### src/hdl/pss_pkg.sv
package pss_pkg;

   // ***********************************
   // timing
   // ***********************************
   localparam int CLK_PERIOD_PS  = 5000;
   localparam int MS_PS          = 1000000000;
   localparam int MS_CYC         = MS_PS / CLK_PERIOD_PS;
   localparam int SAVE_BUS_MS    = 2;
   localparam int OSC_START_MS   = 2;
   localparam int BUS_FILTER_US  = 1000;
   localparam int BUS_FILTER_CYC = BUS_FILTER_US * 1000000 / CLK_PERIOD_PS;
   localparam int WD_HOLD_MS     = 1;
   localparam int MS_W           = 18;
   localparam int BF_W           = 20;
   localparam int WD_W           = 10;

   // ***********************************
   // watchdog table, in ms, per period code
   // ***********************************
   localparam logic [WD_W-1:0] WD_TIMEOUT_MS [16] = '{
      10'h021, 10'h042, 10'h062, 10'h083, 10'h0A4, 10'h0C5, 10'h0E5, 10'h106,
      10'h127, 10'h148, 10'h168, 10'h189, 10'h1AA, 10'h1CB, 10'h1EC, 10'h20C};
   localparam logic [WD_W-1:0] WD_MIN_MS [16] = '{
      10'h002, 10'h004, 10'h006, 10'h008, 10'h00A, 10'h00C, 10'h00E, 10'h010,
      10'h012, 10'h014, 10'h017, 10'h019, 10'h01B, 10'h01D, 10'h01E, 10'h01F};

   // ***********************************
   // types
   // ***********************************
   typedef enum logic [1:0] {PSS_RESET, PSS_STARTUP, PSS_STANDBY, PSS_NORMAL} pss_state_e;
   typedef enum logic [1:0] {PSS_CLK_OFF, PSS_CLK_4M, PSS_CLK_8M, PSS_CLK_16M} pss_clk_rate_e;

   // comparator and temperature levels, 1 = condition true
   typedef struct packed {
      logic filt_above_14v;
      logic filt_above_12v;
      logic filt_above_10v;
      logic filt_above_6v5;
      logic filt_above_high;
      logic filt_above_low;
      logic bus_above_20v;
      logic bus_above_high;
      logic bus_above_low;
      logic fixed_rail_ok;
      logic adj_rail_good;
      logic lin20_rail_good;
      logic osc_running;
      logic thermal_warning;
      logic thermal_shutdown;
   } pss_mon_s;

   localparam int MON_W = $bits(pss_mon_s);

endpackage : pss_pkg

### src/hdl/pss_supervisor.sv
// Functional notes
// - save low under 14 V or bus-low 2 ms
// - host hold low under 12 V
// - both open-drain outputs only pull low
// - save low on thermal warning; host reads status
// - shutdown: Reset, latch flag, supplies off
// - shutdown gone: Start-Up, then Stand-By
// - warning self-clears; shutdown flag clears on read
// - host rewrites enable bit before timeout
// - early or missing rewrite pulls host low
// - period code selects timeout and minimum
// - Reset waits 10 V, enables fixed converter
// - rail 2.8 V plus trim: Stand-By, release
// - bus good set on Stand-By entry
// - oscillator starts 2 ms after Stand-By
// - rails start above filter high threshold
// - Normal only when all good, release save
// - filtered bus loss: Stand-By, save low
// - below filter low threshold: rails off
// - under 6.5 V fixed off, then Reset
// - Reset/Start-Up inactive; Stand-By 4 MHz clock
// - from Normal keep clock/rails unless cause
// - Normal host clock 8 or 16 MHz
`timescale 1ns/1ps
module pss_supervisor
   import pss_pkg::*;
#(
   parameter int MS_CYCLES      = MS_CYC,
   parameter int BUS_FILTER_CYC_P = BUS_FILTER_CYC
)(
   input  wire logic       clk,
   input  wire logic       rstn,
   input  wire pss_mon_s   mon_raw,
   input  wire logic       trim_done,
   input  wire logic       host_clock_select,
   input  wire logic       wd_write,
   input  wire logic       watchdog_enable_bit,
   input  wire logic [3:0] watchdog_period_code,
   input  wire logic       shutdown_flag_read,
   input  wire logic       host_hold_low_n_in,
   input  wire logic       save_warning_n_in,
   output logic            host_hold_low_n_out,
   output logic            host_hold_low_n_oe,
   output logic            save_warning_n_out,
   output logic            save_warning_n_oe,
   output pss_state_e      state_r,
   output logic            fixed_converter_en_r,
   output logic            adjustable_converter_en_r,
   output logic            linear_20v_en_r,
   output logic            osc_en_r,
   output pss_clk_rate_e   host_clock_out_r,
   output logic            host_if_active_r,
   output logic            bus_if_active_r,
   output logic            bus_voltage_good_r,
   output logic            filtered_supply_r,
   output logic            thermal_warning_r,
   output logic            thermal_shutdown_r,
   output logic            watchdog_on_r
);

   // ***********************************
   // synchronised inputs and ms tick
   // ***********************************
   pss_mon_s        m;
   logic [MS_W-1:0] ms_cnt_r;
   logic            ms_tick_r;

   pss_sync u_sync (
      .clk  (clk),
      .rstn (rstn),
      .d    (mon_raw),
      .q    (m)
   );

   always_ff @(posedge clk or negedge rstn)
   begin
      if (!rstn)
      begin
         ms_cnt_r  <= '0;
         ms_tick_r <= 1'b0;
      end
      else
      begin
         ms_tick_r <= ms_cnt_r == MS_W'(MS_CYCLES - 1);
         ms_cnt_r  <= (ms_cnt_r == MS_W'(MS_CYCLES - 1)) ? '0 : ms_cnt_r + 1'b1;
      end
   end

   // ***********************************
   // bus loss filters
   // ***********************************
   // pin values are ignored: the outputs only ever pull low
   logic [BF_W-1:0] bf_cnt_r;
   logic            bus_lost_r;
   logic [1:0]      bus20_ms_r;
   logic            bus20_low_r;

   always_ff @(posedge clk or negedge rstn)
   begin
      if (!rstn)
      begin
         bf_cnt_r   <= '0;
         bus_lost_r <= 1'b0;
      end
      else if (m.bus_above_low)
      begin
         bf_cnt_r   <= '0;
         bus_lost_r <= 1'b0;
      end
      else if (bf_cnt_r == BF_W'(BUS_FILTER_CYC_P))
         bus_lost_r <= 1'b1;
      else
         bf_cnt_r <= bf_cnt_r + 1'b1;
   end

   // ms granularity: trips between 1 and 2 ms, never later than 2 ms
   always_ff @(posedge clk or negedge rstn)
   begin
      if (!rstn)
      begin
         bus20_ms_r  <= '0;
         bus20_low_r <= 1'b0;
      end
      else if (m.bus_above_20v)
      begin
         bus20_ms_r  <= '0;
         bus20_low_r <= 1'b0;
      end
      else if (bus20_ms_r == 2'(SAVE_BUS_MS))
         bus20_low_r <= 1'b1;
      else if (ms_tick_r)
         bus20_ms_r <= bus20_ms_r + 1'b1;
   end

   // ***********************************
   // watchdog
   // ***********************************
   logic      wd_fault;
   logic      wd_hold_r;
   logic [1:0] wd_hold_ms_r;

   always_ff @(posedge clk or negedge rstn)
   begin
      if (!rstn)
         watchdog_on_r <= 1'b0;
      else if (state_r == PSS_RESET || state_r == PSS_STARTUP)
         watchdog_on_r <= 1'b0;
      else if (wd_write)
         watchdog_on_r <= watchdog_enable_bit;
   end

   pss_wdog u_wdog (
      .clk         (clk),
      .rstn        (rstn),
      .ms_tick     (ms_tick_r),
      .enable      (watchdog_on_r),
      .period_code (watchdog_period_code),
      .rewrite     (wd_write && watchdog_enable_bit),
      .fault_r     (wd_fault)
   );

   // a fault holds the host low for a short stretch
   always_ff @(posedge clk or negedge rstn)
   begin
      if (!rstn)
      begin
         wd_hold_r    <= 1'b0;
         wd_hold_ms_r <= '0;
      end
      else if (wd_fault)
      begin
         wd_hold_r    <= 1'b1;
         wd_hold_ms_r <= '0;
      end
      else if (wd_hold_r && ms_tick_r)
      begin
         wd_hold_ms_r <= wd_hold_ms_r + 1'b1;
         wd_hold_r    <= wd_hold_ms_r < 2'(WD_HOLD_MS);
      end
   end

   // ***********************************
   // status flags
   // ***********************************
   always_ff @(posedge clk or negedge rstn)
   begin
      if (!rstn)
      begin
         thermal_warning_r  <= 1'b0;
         thermal_shutdown_r <= 1'b0;
      end
      else
      begin
         thermal_warning_r <= m.thermal_warning;
         if (m.thermal_shutdown)
            thermal_shutdown_r <= 1'b1;
         else if (shutdown_flag_read)
            thermal_shutdown_r <= 1'b0;
      end
   end

   always_ff @(posedge clk or negedge rstn)
   begin
      if (!rstn)
         filtered_supply_r <= 1'b0;
      else if (m.filt_above_high)
         filtered_supply_r <= 1'b1;
      else if (!m.filt_above_low)
         filtered_supply_r <= 1'b0;
   end

   // ***********************************
   // state machine
   // ***********************************
   logic       all_good;
   logic       from_normal_r;
   logic       osc_cause_r;
   logic       rail_cause_r;
   logic [1:0] osc_ms_r;

   assign all_good = m.osc_running && !m.thermal_warning && !m.thermal_shutdown
                     && bus_voltage_good_r && filtered_supply_r
                     && m.adj_rail_good && m.lin20_rail_good;

   always_ff @(posedge clk or negedge rstn)
   begin
      if (!rstn)
      begin
         state_r              <= PSS_RESET;
         fixed_converter_en_r <= 1'b0;
         bus_voltage_good_r   <= 1'b0;
         from_normal_r        <= 1'b0;
         osc_cause_r          <= 1'b0;
         rail_cause_r         <= 1'b0;
      end
      else if (m.thermal_shutdown)
      begin
         state_r              <= PSS_RESET;
         fixed_converter_en_r <= 1'b0;
         bus_voltage_good_r   <= 1'b0;
      end
      else
      begin
         if (!m.bus_above_low && bus_lost_r)
            bus_voltage_good_r <= 1'b0;
         else if (m.bus_above_high && state_r != PSS_RESET && state_r != PSS_STARTUP)
            bus_voltage_good_r <= 1'b1;
         if (fixed_converter_en_r && !m.filt_above_6v5)
            fixed_converter_en_r <= 1'b0;
         if (rail_cause_r && ms_tick_r)
            rail_cause_r <= 1'b0;
         unique case (state_r)
            PSS_RESET:
               if (m.filt_above_10v)
               begin
                  fixed_converter_en_r <= 1'b1;
                  state_r              <= PSS_STARTUP;
               end
            PSS_STARTUP:
               if (m.fixed_rail_ok && trim_done)
               begin
                  state_r            <= PSS_STANDBY;
                  from_normal_r      <= 1'b0;
                  osc_cause_r        <= 1'b0;
                  bus_voltage_good_r <= m.bus_above_high;
               end
            PSS_STANDBY:
               if (all_good)
                  state_r <= PSS_NORMAL;
            PSS_NORMAL:
               if (!all_good || bus_lost_r)
               begin
                  state_r       <= PSS_STANDBY;
                  from_normal_r <= 1'b1;
                  osc_cause_r   <= !m.osc_running;
                  rail_cause_r  <= !m.adj_rail_good || !m.lin20_rail_good;
               end
         endcase
         if (state_r != PSS_RESET && !fixed_converter_en_r && !m.fixed_rail_ok)
            state_r <= PSS_RESET;
      end
   end

   // ***********************************
   // oscillator and rail enables
   // ***********************************
   always_ff @(posedge clk or negedge rstn)
   begin
      if (!rstn)
      begin
         osc_en_r <= 1'b0;
         osc_ms_r <= '0;
      end
      else if (state_r == PSS_RESET || state_r == PSS_STARTUP)
      begin
         osc_en_r <= 1'b0;
         osc_ms_r <= '0;
      end
      else if (osc_ms_r == 2'(OSC_START_MS))
         osc_en_r <= 1'b1;
      else if (ms_tick_r)
         osc_ms_r <= osc_ms_r + 1'b1;
   end

   always_ff @(posedge clk or negedge rstn)
   begin
      if (!rstn)
      begin
         adjustable_converter_en_r <= 1'b0;
         linear_20v_en_r           <= 1'b0;
      end
      else
      begin
         adjustable_converter_en_r <= (state_r == PSS_STANDBY || state_r == PSS_NORMAL)
                                      && filtered_supply_r && !rail_cause_r;
         linear_20v_en_r           <= (state_r == PSS_STANDBY || state_r == PSS_NORMAL)
                                      && filtered_supply_r && !rail_cause_r;
      end
   end

   // ***********************************
   // host clock and interfaces
   // ***********************************
   always_ff @(posedge clk or negedge rstn)
   begin
      if (!rstn)
      begin
         host_clock_out_r <= PSS_CLK_OFF;
         host_if_active_r <= 1'b0;
         bus_if_active_r  <= 1'b0;
      end
      else
      begin
         host_if_active_r <= state_r == PSS_STANDBY || state_r == PSS_NORMAL;
         bus_if_active_r  <= state_r == PSS_NORMAL;
         unique case (state_r)
            PSS_RESET, PSS_STARTUP:
               host_clock_out_r <= PSS_CLK_OFF;
            PSS_STANDBY:
               if (!from_normal_r || osc_cause_r)
                  host_clock_out_r <= PSS_CLK_4M;
               else
                  host_clock_out_r <= host_clock_select ? PSS_CLK_16M : PSS_CLK_8M;
            PSS_NORMAL:
               host_clock_out_r <= host_clock_select ? PSS_CLK_16M : PSS_CLK_8M;
         endcase
      end
   end

   // ***********************************
   // open-drain outputs
   // ***********************************
   always_ff @(posedge clk or negedge rstn)
   begin
      if (!rstn)
      begin
         host_hold_low_n_out <= 1'b0;
         save_warning_n_out  <= 1'b0;
         host_hold_low_n_oe  <= 1'b1;
         save_warning_n_oe   <= 1'b1;
      end
      else
      begin
         host_hold_low_n_out <= 1'b0;
         save_warning_n_out  <= 1'b0;
         host_hold_low_n_oe  <= !m.filt_above_12v || wd_hold_r
                                || state_r == PSS_RESET || state_r == PSS_STARTUP;
         save_warning_n_oe   <= !m.filt_above_14v || bus20_low_r
                                || m.thermal_warning || state_r != PSS_NORMAL;
      end
   end
endmodule : pss_supervisor

### src/hdl/pss_sync.sv
`timescale 1ns/1ps
module pss_sync
   import pss_pkg::*;
(
   input  wire logic             clk,
   input  wire logic             rstn,
   input  wire logic [MON_W-1:0] d,
   output logic      [MON_W-1:0] q
);

   // ***********************************
   // two-stage synchroniser per bit
   // ***********************************
   // first stage feeds only the second stage
   logic [MON_W-1:0] meta_r;

   genvar i;
   generate
      for (i = 0; i < MON_W; i++)
      begin : g_bit
         always_ff @(posedge clk or negedge rstn)
         begin
            if (!rstn)
            begin
               meta_r[i] <= 1'b0;
               q[i]      <= 1'b0;
            end
            else
            begin
               meta_r[i] <= d[i];
               q[i]      <= meta_r[i];
            end
         end
      end
   endgenerate

endmodule : pss_sync

### src/hdl/pss_wdog.sv
`timescale 1ns/1ps
module pss_wdog
   import pss_pkg::*;
(
   input  wire logic       clk,
   input  wire logic       rstn,
   input  wire logic       ms_tick,
   input  wire logic       enable,
   input  wire logic [3:0] period_code,
   input  wire logic       rewrite,
   output logic            fault_r
);

   // ***********************************
   // ms counter since last restart
   // ***********************************
   logic [WD_W-1:0] cnt_r;
   logic            early;
   logic            late;

   assign early = rewrite && (cnt_r < WD_MIN_MS[period_code]);
   assign late  = cnt_r >= WD_TIMEOUT_MS[period_code];

   always_ff @(posedge clk or negedge rstn)
   begin
      if (!rstn)
         cnt_r <= '0;
      else if (!enable || rewrite || late)
         cnt_r <= '0;
      else if (ms_tick)
         cnt_r <= cnt_r + 1'b1;
   end

   always_ff @(posedge clk or negedge rstn)
   begin
      if (!rstn)
         fault_r <= 1'b0;
      else
         fault_r <= enable && (early || late);
   end
endmodule : pss_wdog

### config.mk
export PLATFORM = sky130hd
export DESIGN_NAME = pss_supervisor
export DESIGN_NICKNAME = d
export VERILOG_FILES = /design/src/hdl/pss_pkg.sv /design/src/hdl/pss_supervisor.sv /design/src/hdl/pss_sync.sv /design/src/hdl/pss_wdog.sv
export SDC_FILE = /design/constraint.sdc
export NUM_CORES = 1
export LEC_CHECK = 0
export ABC_AREA = 1
export BUFFER_PORTS_ARGS = -buffer_cell sky130_fd_sc_hd__clkbuf_2
export CAP_MARGIN = 30
export CELL_PAD_IN_SITES_DETAIL_PLACEMENT = 1
export CELL_PAD_IN_SITES_GLOBAL_PLACEMENT = 1
export CORE_MARGIN = 5
export CORE_UTILIZATION = 42
export CTS_BUF_LIST = sky130_fd_sc_hd__clkbuf_2
export DETAILED_ROUTE_END_ITERATION = 7
export PLACE_DENSITY = 0.75
export SLEW_MARGIN = 20
export SYNTH_ARGS = -nofsm -noshare
export SYNTH_HDL_FRONTEND = slang
export SYNTH_HIERARCHICAL = 1
export SYNTH_SLANG_ARGS = --single-unit
### constraint.sdc
create_clock -name clk -period 1.4 [get_ports clk]
set_input_delay 0.14 -clock clk [delete_from_list [all_inputs] [get_ports clk]]
set_output_delay 0.14 -clock clk [all_outputs]
set_load 0.03 [all_outputs]
-- Word-level counts from Yosys, hierarchy flattened
Memories as Yosys holds them, arrays and structs flattened.
Cells that the tools add are included.
- input bits: 28
- memories: 2
- bits in read-only memories: 320
- register bits: 108
- add/subtract/negate cells: 6
- reductions and logical operators: 66
- order comparisons: 4
- bitwise logic cells: 2
- equal/unequal tests: 19
- mux-type cells: 58
- memories (memory ; words ; bits a word ; rd ports ; clocked after memory_dff ; write ports ; RTL line ; RTL):
    (name not given) ; 16 ; 10 ; 1 ; 0 ; 0 ; pss_wdog.sv:21 ; assign early = rewrite && (cnt_r < WD_MIN_MS[period_code]);
    (name not given) ; 16 ; 10 ; 1 ; 0 ; 0 ; pss_wdog.sv:22 ; assign late = cnt_r >= WD_TIMEOUT_MS[period_code];
- operators with widths (operator ; count):
    $mux 10 ; 6
    $mux 20 ; 2
    $mux 1 ; 30
    $mux 2 ; 15
    $reduce_bool 2->1 ; 11
    $add 20x1->20 const B ; 1
    $eq 20x18->1 const B ; 1
    $logic_and 1x1->1 ; 20
    $add 18x1->18 const B ; 1
    $eq 18x18->1 const B ; 1
    $mux 18 ; 1
    $logic_not 1->1 ; 15
    $logic_or 1x1->1 ; 14
    $ne 4x3->1 const B ; 3
    $add 10x1->10 const B ; 1
    $ge 10x10->1 ; 1
    $lt 10x10->1 ; 1
    $eq 2x2->1 const B ; 4
    $ne 2x1->1 const B ; 4
    $ne 2x2->1 const B ; 4
    $pmux 2 s4 ; 1
    $reduce_and 4->1 ; 2
    $add 2x1->2 const B ; 3
    $pmux 2 s3 ; 1
    other kinds (10) ; 12

-- Logic depth before layout (Yosys ltp)
Gate-level depths: netlist of run 1.
- depth in word-level cells: 13
- depth in mapped cells: 15
- mapped depth without buffers: 15

-- Hierarchy
Netlist of run 1, hierarchy kept.
- modules (own cells, without submodules) (module ; cells an instance ; area each (um2) ; seq. area each (um2) ; instances):
    pss_supervisor ; 411 ; 3378.2 ; 1679.1 ; 1
    pss_wdog ; 162 ; 1121.1 ; 275.3 ; 1
    pss_sync ; 30 ; 750.7 ; 750.7 ; 1

-- Worst setup path before layout of run 1
Ideal clock, no wire load.
- kind: in2reg
- start point: input port watchdog_period_code[0]
- end point: register u_wdog.cnt_r[7]
- stages on the path: 14
- data required time: 1.328 ns
- setup time: 0.072 ns
- slack: -0.360 ns
- arrival time: 1.688 ns
- cells stage by stage: inv_1 ha_1 inv_1 a21oi_1 o21ai_0 o21ai_0 ha_1 o21ai_0 nand2_1 nand3_1 nand2_1 nor2_1 nand2_2 nor2_1
- longest elaborated chain between the ends: 7
- elaborated cells on any way between the ends: 8
- RTL lines (element ; RTL line ; RTL):
    start: declaration ; pss_supervisor.sv:38 ; input wire logic [3:0] watchdog_period_code,
    $not 4->5 (not written as such) * ; pss_wdog.sv:22 ;
    $mem_v2 16x10 * ; -- ;
    $mux 10 (not written as such) * (2 in series) ; pss_wdog.sv:22 ;
    $ge 10x10->1 * ; pss_wdog.sv:22 ;
    $logic_or 1x1->1 * ; pss_wdog.sv:28 ; else if (!enable || rewrite || late)
    $mux 10 or $reduce_bool 2->1 (tied branches) ; -- ;
    end signal: assignment ; pss_wdog.sv:31 ; cnt_r <= cnt_r + 1'b1;
    end: declaration ; pss_wdog.sv:17 ; logic [WD_W-1:0] cnt_r;
Every way passes the cells marked *; elsewhere a longest branch is shown, timed or not. The select of a mux whose other input is x is not followed.
A chain may end at the register's enable or synchronous reset.

-- Worst setup path after layout of run 1
- start point: register u_wdog.cnt_r[5]
- end point: register u_wdog.cnt_r[2]
- longest elaborated chain between the ends: 3
- elaborated cells on any way between the ends: 4
- RTL lines (element ; RTL line):
    $ge 10x10->1 * ; pss_wdog.sv:22
    $logic_or 1x1->1 * ; pss_wdog.sv:28
    $mux 10 or $reduce_bool 2->1 (tied branches) ; --
Every way passes the cells marked *; elsewhere a longest branch is shown, timed or not.

==> metrics, run 1 <==
Yosys top cell area share=0.505; Hold Path Cell Cnt=2; fin area=7200 sq um; R2R Setup Slk=-150 ps; Total GRT Usage=0.194; Reg clk slew, reported paths=350 ps; CTS Buffer Depth=2; Post-Syn Instances=between 600 and 700; total number of vias=4,617; Hold Crit Class=in2reg; Internal Power=between 4000 and 5000 uW; reg-to-reg startpoint=u_wdog/cnt_r[5]; CP endpoint kind=flip-flop; initial antenna violation count=0; Sequential Power Share=0.528; hold_ws=85.4 ps; Final Setup Violations=31; reg2reg end=u_wdog/cnt_r[2]; crit share post-route=1.11; final core occ=0.594; Area Growth Syn to Fin=37.1%; CTS root buf=clkbuf_2; routed wire length=approximately 15 mm; # nets final=around 800; Clk pwr share=0.221; Synth Cell Area=5250 sq um; Psw=2220 uW; CTS tree=built; wire length per cell=16.5 um; MaxCap Viol Count=0; largest net degree at the start of global routing=39; Synth area leader=dfrtp_1; reg2reg path depth=6; Die Y=122 um; WP data arrival=2110 ps; worst path buffer plus inverter count=0; Yosys reg bits=108; Lkg Pwr=0.00340 uW; ANT nets after route=0; post-route setup TNS=-2510 ps; Worst VDD drop=913 uV; Initial DRT Pass Iterations=4; Slew Limit Fails=0; share of final-layout standard cells stronger than drive strength 1=0.339; dpl hpwl=9.43 mm; routed vias/inst=4.98; kind of critical path=reg2reg; slew of the pin with the lowest slew margin=748 ps; GRT overflow=0; vias in the first global route=~4,900; PortBufs=42; WP data required=1950 ps; Critical Path Max Stage Delay=460 ps; Critical Path Fanout Max=5; # DRC=0; htree depth=3; EDFF count, synth=0; Pwr Total=approximately 6600 uW; post-synthesis async set-or-reset flop share=1.00; ys flop type=dfrtp_1; Worst Hold End=u_sync/meta_r[10]; setup ws final=-155 ps; synth top area cells=dfrtp_1 (51%), nand2_1 (8.4%), nor2_1 (7.3%), ha_1 (6.2%), inv_1 (4.9%); PD cells=about 900 nW/um^2; clk_skew=44.8 ps; Core Footprint=roughly 12,000 sq um; Max Freq=0.643 GHz; # diodes=0; failing checks=negative setup slack; Setup crit start kind=flip-flop; area of the die=14,800 sq um; switching share of power=0.339; Initial Utilization=0.433; Warnings, synthesis=6; status=finished, violations left; die width=122 um; clock buffer count from CTS=9; Comb power frac=0.251; Ports=47; count of final hold-check violations=0; setup repair after global routing missed its margin=yes; post-route minimum period=1550 ps; drt first-iter violations=149; relative slew slack=0.500; GPL Wtd Cong=roughly 0.83; hold_sp=mon_raw[10]; slowest stage cell, crit path=dfrtp_1; Seq/Total Area, Yosys=0.515; first-pass GRT wire length=between 20 and 25 mm; synthesized area per cell=just under 9 sq um; std cell rows=40; clock latency reported for the late side of the worst-skew pair=650 ps; critical path's top delay family=flip-flops; clock sinks=108; Distinct cells, synth=34; CP Cell Sequence=ha_1, a21oi_1, a21boi_2, nor2_4, nand2_4, nor2_1; Post-DP Area=6020 sq um
[through the flow]
| step | std cells | worst slack (ps) |
|---|---|---|
| floorplan | 604 | -285 |
| global placement | 852 | -554 |
| detailed placement | 852 | -674 |
| CTS | 903 | -167 |
| global route | 928 | -250 |
| finish | 928 | -155 |
[layout by cell type, fill, tap and decap left out, drive strengths merged, types with 2 or more instances in the layout]
cell type,instances
or2,4
conb,2
dfstp,2
dfrtp,106
a21oi,23
o21ai,32
inv,77
nand2,126
nand4,8
a21o,2
a211oi,2
clkbuf,33
nor3,12
o21bai,4
buf,98
nand3,41
ha,26
clkinv,2
xnor2,6
dlygate4sd3,26
nor2,112
xor2,11
clkinvlp,2
[layout make-up]
type | instances | area (sq um)
Inverter | 74 | 287
Fill cell | 1386 | 4910
Tap cell | 168 | 210
Timing Repair Buffer | 148 | 1290
Sequential cell | 108 | 2720
Multi-Input combinational cell | 414 | 2580
Clock buffer | 9 | 45.0
Clock inverter | 7 | 66.3
[repair_timing]
action,CTS,global route
endpoints found under the hold margin,137,0
setup buffers,8,25
hold buffers,26,0
gates cloned,1,0
resized for setup,68,100
endpoints found under the setup margin,44,58
pin swaps,12,30
[per-layer routing]
metal	global-route usage	part of all wire
met3	0.0381	0.031
met1	0.232	0.41
met4	0.0763	0.027
met5	0	0
met2	0.344	0.53
[worst max path at each step]
stage | from | slack, ps | to | depth (start not counted)
floorplan | watchdog_period_code[1] | -280 | u_wdog/cnt_r[7] | 14
finish | u_wdog/cnt_r[5] | -150 | u_wdog/cnt_r[2] | 6
CTS | save_warning_n_oe | -170 | save_warning_n_oe | 1
global placement | watchdog_period_code[0] | -550 | u_wdog/cnt_r[9] | 15
global route | u_wdog/cnt_r[7] | -250 | u_wdog/cnt_r[2] | 8
detailed placement | watchdog_period_code[1] | -670 | u_wdog/cnt_r[0] | 15
[state kept, by name, indices dropped and copies added, names as in the netlist, 2 cells and up]
| name | cells |
|---|---|
| u_wdog/cnt_r | 10 |
| bus20_ms_r | 2 |
| host_clock_out_r | 2 |
| wd_hold_ms_r | 2 |
| u_sync/meta_r | 15 |
| osc_ms_r | 2 |
| ms_cnt_r | 18 |
| bf_cnt_r | 20 |
| u_sync/q | 15 |
| state_r | 2 |
[Yosys cell counts, types with 7 or more instances]
master,instances
nor2_1,102
nand2_1,118
nor3_1,9
a21oi_1,23
inv_1,68
nand3_1,35
xor2_1,11
nand4_1,7
ha_1,26
nor2_4,7
o21ai_0,32
dfrtp_1,106
[cell families (layout without fill, tap and decap cells)]
logic type,Yosys count,count (layout),share of synthesized area
other,1,2,0.000714
AOI/OAI and AO/OA,65,65,0.0667
DFF,108,108,0.515
xor gates and xnor gates,17,17,0.0284
and+or+nand+nor,302,303,0.262
muxes,1,1,0.00191
adders and majority gates,26,26,0.0620
buffers and inverters,83,238,0.0629
[worst register-to-register path, delay by kind of cell (launching register included)]
| kind | cells | cell delay (ps) |
|---|---|---|
| AOI/OAI and AO/OA | 2 | 290 |
| DFF | 1 | 460 |
| and+or+nand+nor | 3 | 420 |
| adders and majority gates | 1 | 350 |
[power groups by stage]
stage | Clock [uW] | Combinational, uW | Sequential [uW]
global route | 1670 | 1770 | 3490
finish | 1450 | 1650 | 3460
floorplan | 0 | 437 | 3610
CTS | 1480 | 1330 | 3420
detailed placement | 0 | 999 | 3490
global placement | 0 | 948 | 3480
Note: power is estimated with default switching activity, not from simulation.
==> inputs of run 2 (changes only) <==
==> constraint.sdc (replaced) <==
create_clock -name clk -period 1.4 [get_ports clk]
set_input_delay 0.28 -clock clk [delete_from_list [all_inputs] [get_ports clk]]
set_output_delay 0.28 -clock clk [all_outputs]
set_load 0.03 [all_outputs]
==> metrics, run 2 (same netlist as run 1, synthesis figures left out) <==
critical path's top delay family=simple AND/OR/NAND/NOR gates (was flip-flops); Setup crit start kind=primary input (was flip-flop); MaxCap Viol Count=0 (unchanged); Total GRT Usage=0.197 (was 0.194); Critical Path Max Stage Delay=290 ps (was 460 ps); WP data required=1980 ps (was 1950 ps); max reg flops=20 (unchanged); Die Y=122 um (unchanged); vias in the first global route=4,934 (was 4,902); ANT nets after route=0 (unchanged); htree depth=3 (unchanged); CTS tree=built (unchanged); wire length per cell=16.0 um (was 16.5 um); GPL Wtd Cong=0.834 (was 0.831); leading registers by flop count=bf_cnt_r: 20 flops, ms_cnt_r: 18 flops (unchanged); area of the die=14,800 sq um (unchanged); Area Growth Syn to Fin=38.2% (was 37.1%); Initial DRT Pass Iterations=4 (unchanged); Max Freq=0.588 GHz (was 0.643 GHz); status=finished, violations left (unchanged); clk_skew=42.8 ps (was 44.8 ps); Top reg by flops=bf_cnt_r (unchanged); crit share post-route=1.21 (was 1.11); setup ws final=-300 ps (was -155 ps); slowest stage cell, crit path=ha_4 (was dfrtp_1); # DRC=0 (unchanged); dpl ws=-867 ps (was -674 ps); Pwr Total=6540 uW (was 6550 uW); # nets final=805 (was 809); clock buffer count from CTS=9 (unchanged); cell mode on critical path=o21ai_1; GRT overflow=0 (unchanged); PortBufs=42 (unchanged); Final Setup Violations=33 (was 31); filler-free cell count of the finished design=924 (was 928); routed vias/inst=4.91 (was 4.98); CP endpoint kind=flip-flop (unchanged); clock sinks=108 (unchanged); first-pass GRT wire length=23.4 mm (was 22.8 mm); Worst VDD drop=955 uV (was 913 uV); die width=122 um (unchanged); Core Footprint=12,100 sq um (unchanged); setup repair after global routing missed its margin=yes (unchanged); Hold Crit Class=in2async (was in2reg); kind of critical path=in2reg (was reg2reg); initial antenna violation count=0 (unchanged); Lkg Pwr=0.00341 uW (was 0.00340 uW); CP Cell Sequence=clkbuf_2, inv_1, ha_4, inv_2, a21oi_1, o21ai_1, o21ai_0, ha_1, o21ai_1, nand2_1, nand3_1, nand2_2, nor2_4, nand2_4, nor2_1 (was ha_1, a21oi_1, a21boi_2, nor2_4, nand2_4, nor2_1); share of final-layout standard cells stronger than drive strength 1=0.351 (was 0.339); Ports=47 (unchanged); most common cell after layout, fill and taps aside=nand2_1 (unchanged); CTS Buffer Depth=2 (unchanged); hold_ws=41.6 ps (was 85.4 ps); routed wire length=14.8 mm (was 15.3 mm); CTS root buf=clkbuf_2 (unchanged); worst path buffer plus inverter count=3 (was 0); dpl hpwl=9.46 mm (was 9.43 mm); post-route minimum period=1700 ps (was 1550 ps); clock latency reported for the late side of the worst-skew pair=660 ps (was 650 ps); Cells after DPL=852 (unchanged); # diodes=0 (unchanged); largest net degree at the start of global routing=39 (unchanged); Slew Limit Fails=0 (unchanged); total number of vias=4,538 (was 4,617); WP data arrival=2280 ps (was 2110 ps); failing checks=negative setup slack (unchanged); Reg clk slew, reported paths=310 ps (was 350 ps); count of final hold-check violations=0 (unchanged); PD cells=901 nW/um^2 (was 910 nW/um^2); Initial Utilization=0.433 (unchanged); drt first-iter violations=154 (was 149); commonest non-fill, non-tap cells in the layout=nand2_1 (103), dfrtp_1 (97), nor2_1 (74) (was nand2_1 (102), dfrtp_1 (97), nor2_1 (76)); Critical Path Fanout Max=5 (unchanged); std cell rows=40 (unchanged)
run 2: metal layers:
layer	share of wire	track usage	vias up	wire length, um
met5	0	0	-	0
met4	0.017	0.0455	0	247
met3	0.028	0.0399	24	421
met2	0.53	0.359	59	7910
met1	0.42	0.238	2250	6200
li1	-	-	2205	-
run 2: cell type report:
class,instances,area (sq um)
inverter,74,292
clock inverter,7,85.1
fill,1419,4860
multi-input combinational,414,2640
tap,168,210
timing repair buffer,144,1260
sequential,108,2720
clock buffer,9,45.0
run 2: where the power goes:
part	internal (uW)	leakage, uW	switching, uW	total, uW
clock	324	0.0000755	1230	1550
sequential	3310	0.00138	136	3450
combinational	685	0.00195	860	1540
run 2: worst register-to-register path: stages, from the launching register on:
cell and delay [ps]:
dfrtp_1 510, ha_1 290, o21ai_1 80, nand2_1 100, nand3_1 100, nand2_2 70
nor2_4 180, nand2_4 120, nor2_1 140
run 2: what timing repair did:
item                                   in CTS  in global routing
buffers inserted                           11                 23
endpoints found under the hold margin     127                  0
gates resized for setup                    76                111
pin swaps                                  13                 34
hold buffers                               23                  0
cloned                                      1                  0
setup endpoints to repair                  46                 61
run 2: per-stage QoR:
step,cell area [sq um],util,setup TNS (ps)
after floorplan,5270,-,-4470
after detailed placement,6020,0.497,-9390
after global placement,6020,0.497,-7450
final,7260,0.599,-5780
after global routing,7260,0.599,-9380
after CTS,6780,0.560,-5710
run 2: path summary, 6_finish.rpt:
check / start / end / slack (ps) / depth (start not counted)
setup / recovery: watchdog_period_code[0] / u_wdog/cnt_r[5] / -300 / 15
hold / removal: rstn / bf_cnt_r[9] / 40 / 2
setup reg to reg: u_wdog/cnt_r[1] / u_wdog/cnt_r[5] / -240 / 8
hold reg to reg: u_sync/meta_r[4] / u_sync/q[4] / 360 / 0
max in group asynchronous: rstn / bf_cnt_r[2] / 480 / 3
min in group clk: mon_raw[6] / u_sync/meta_r[6] / 250 / 2
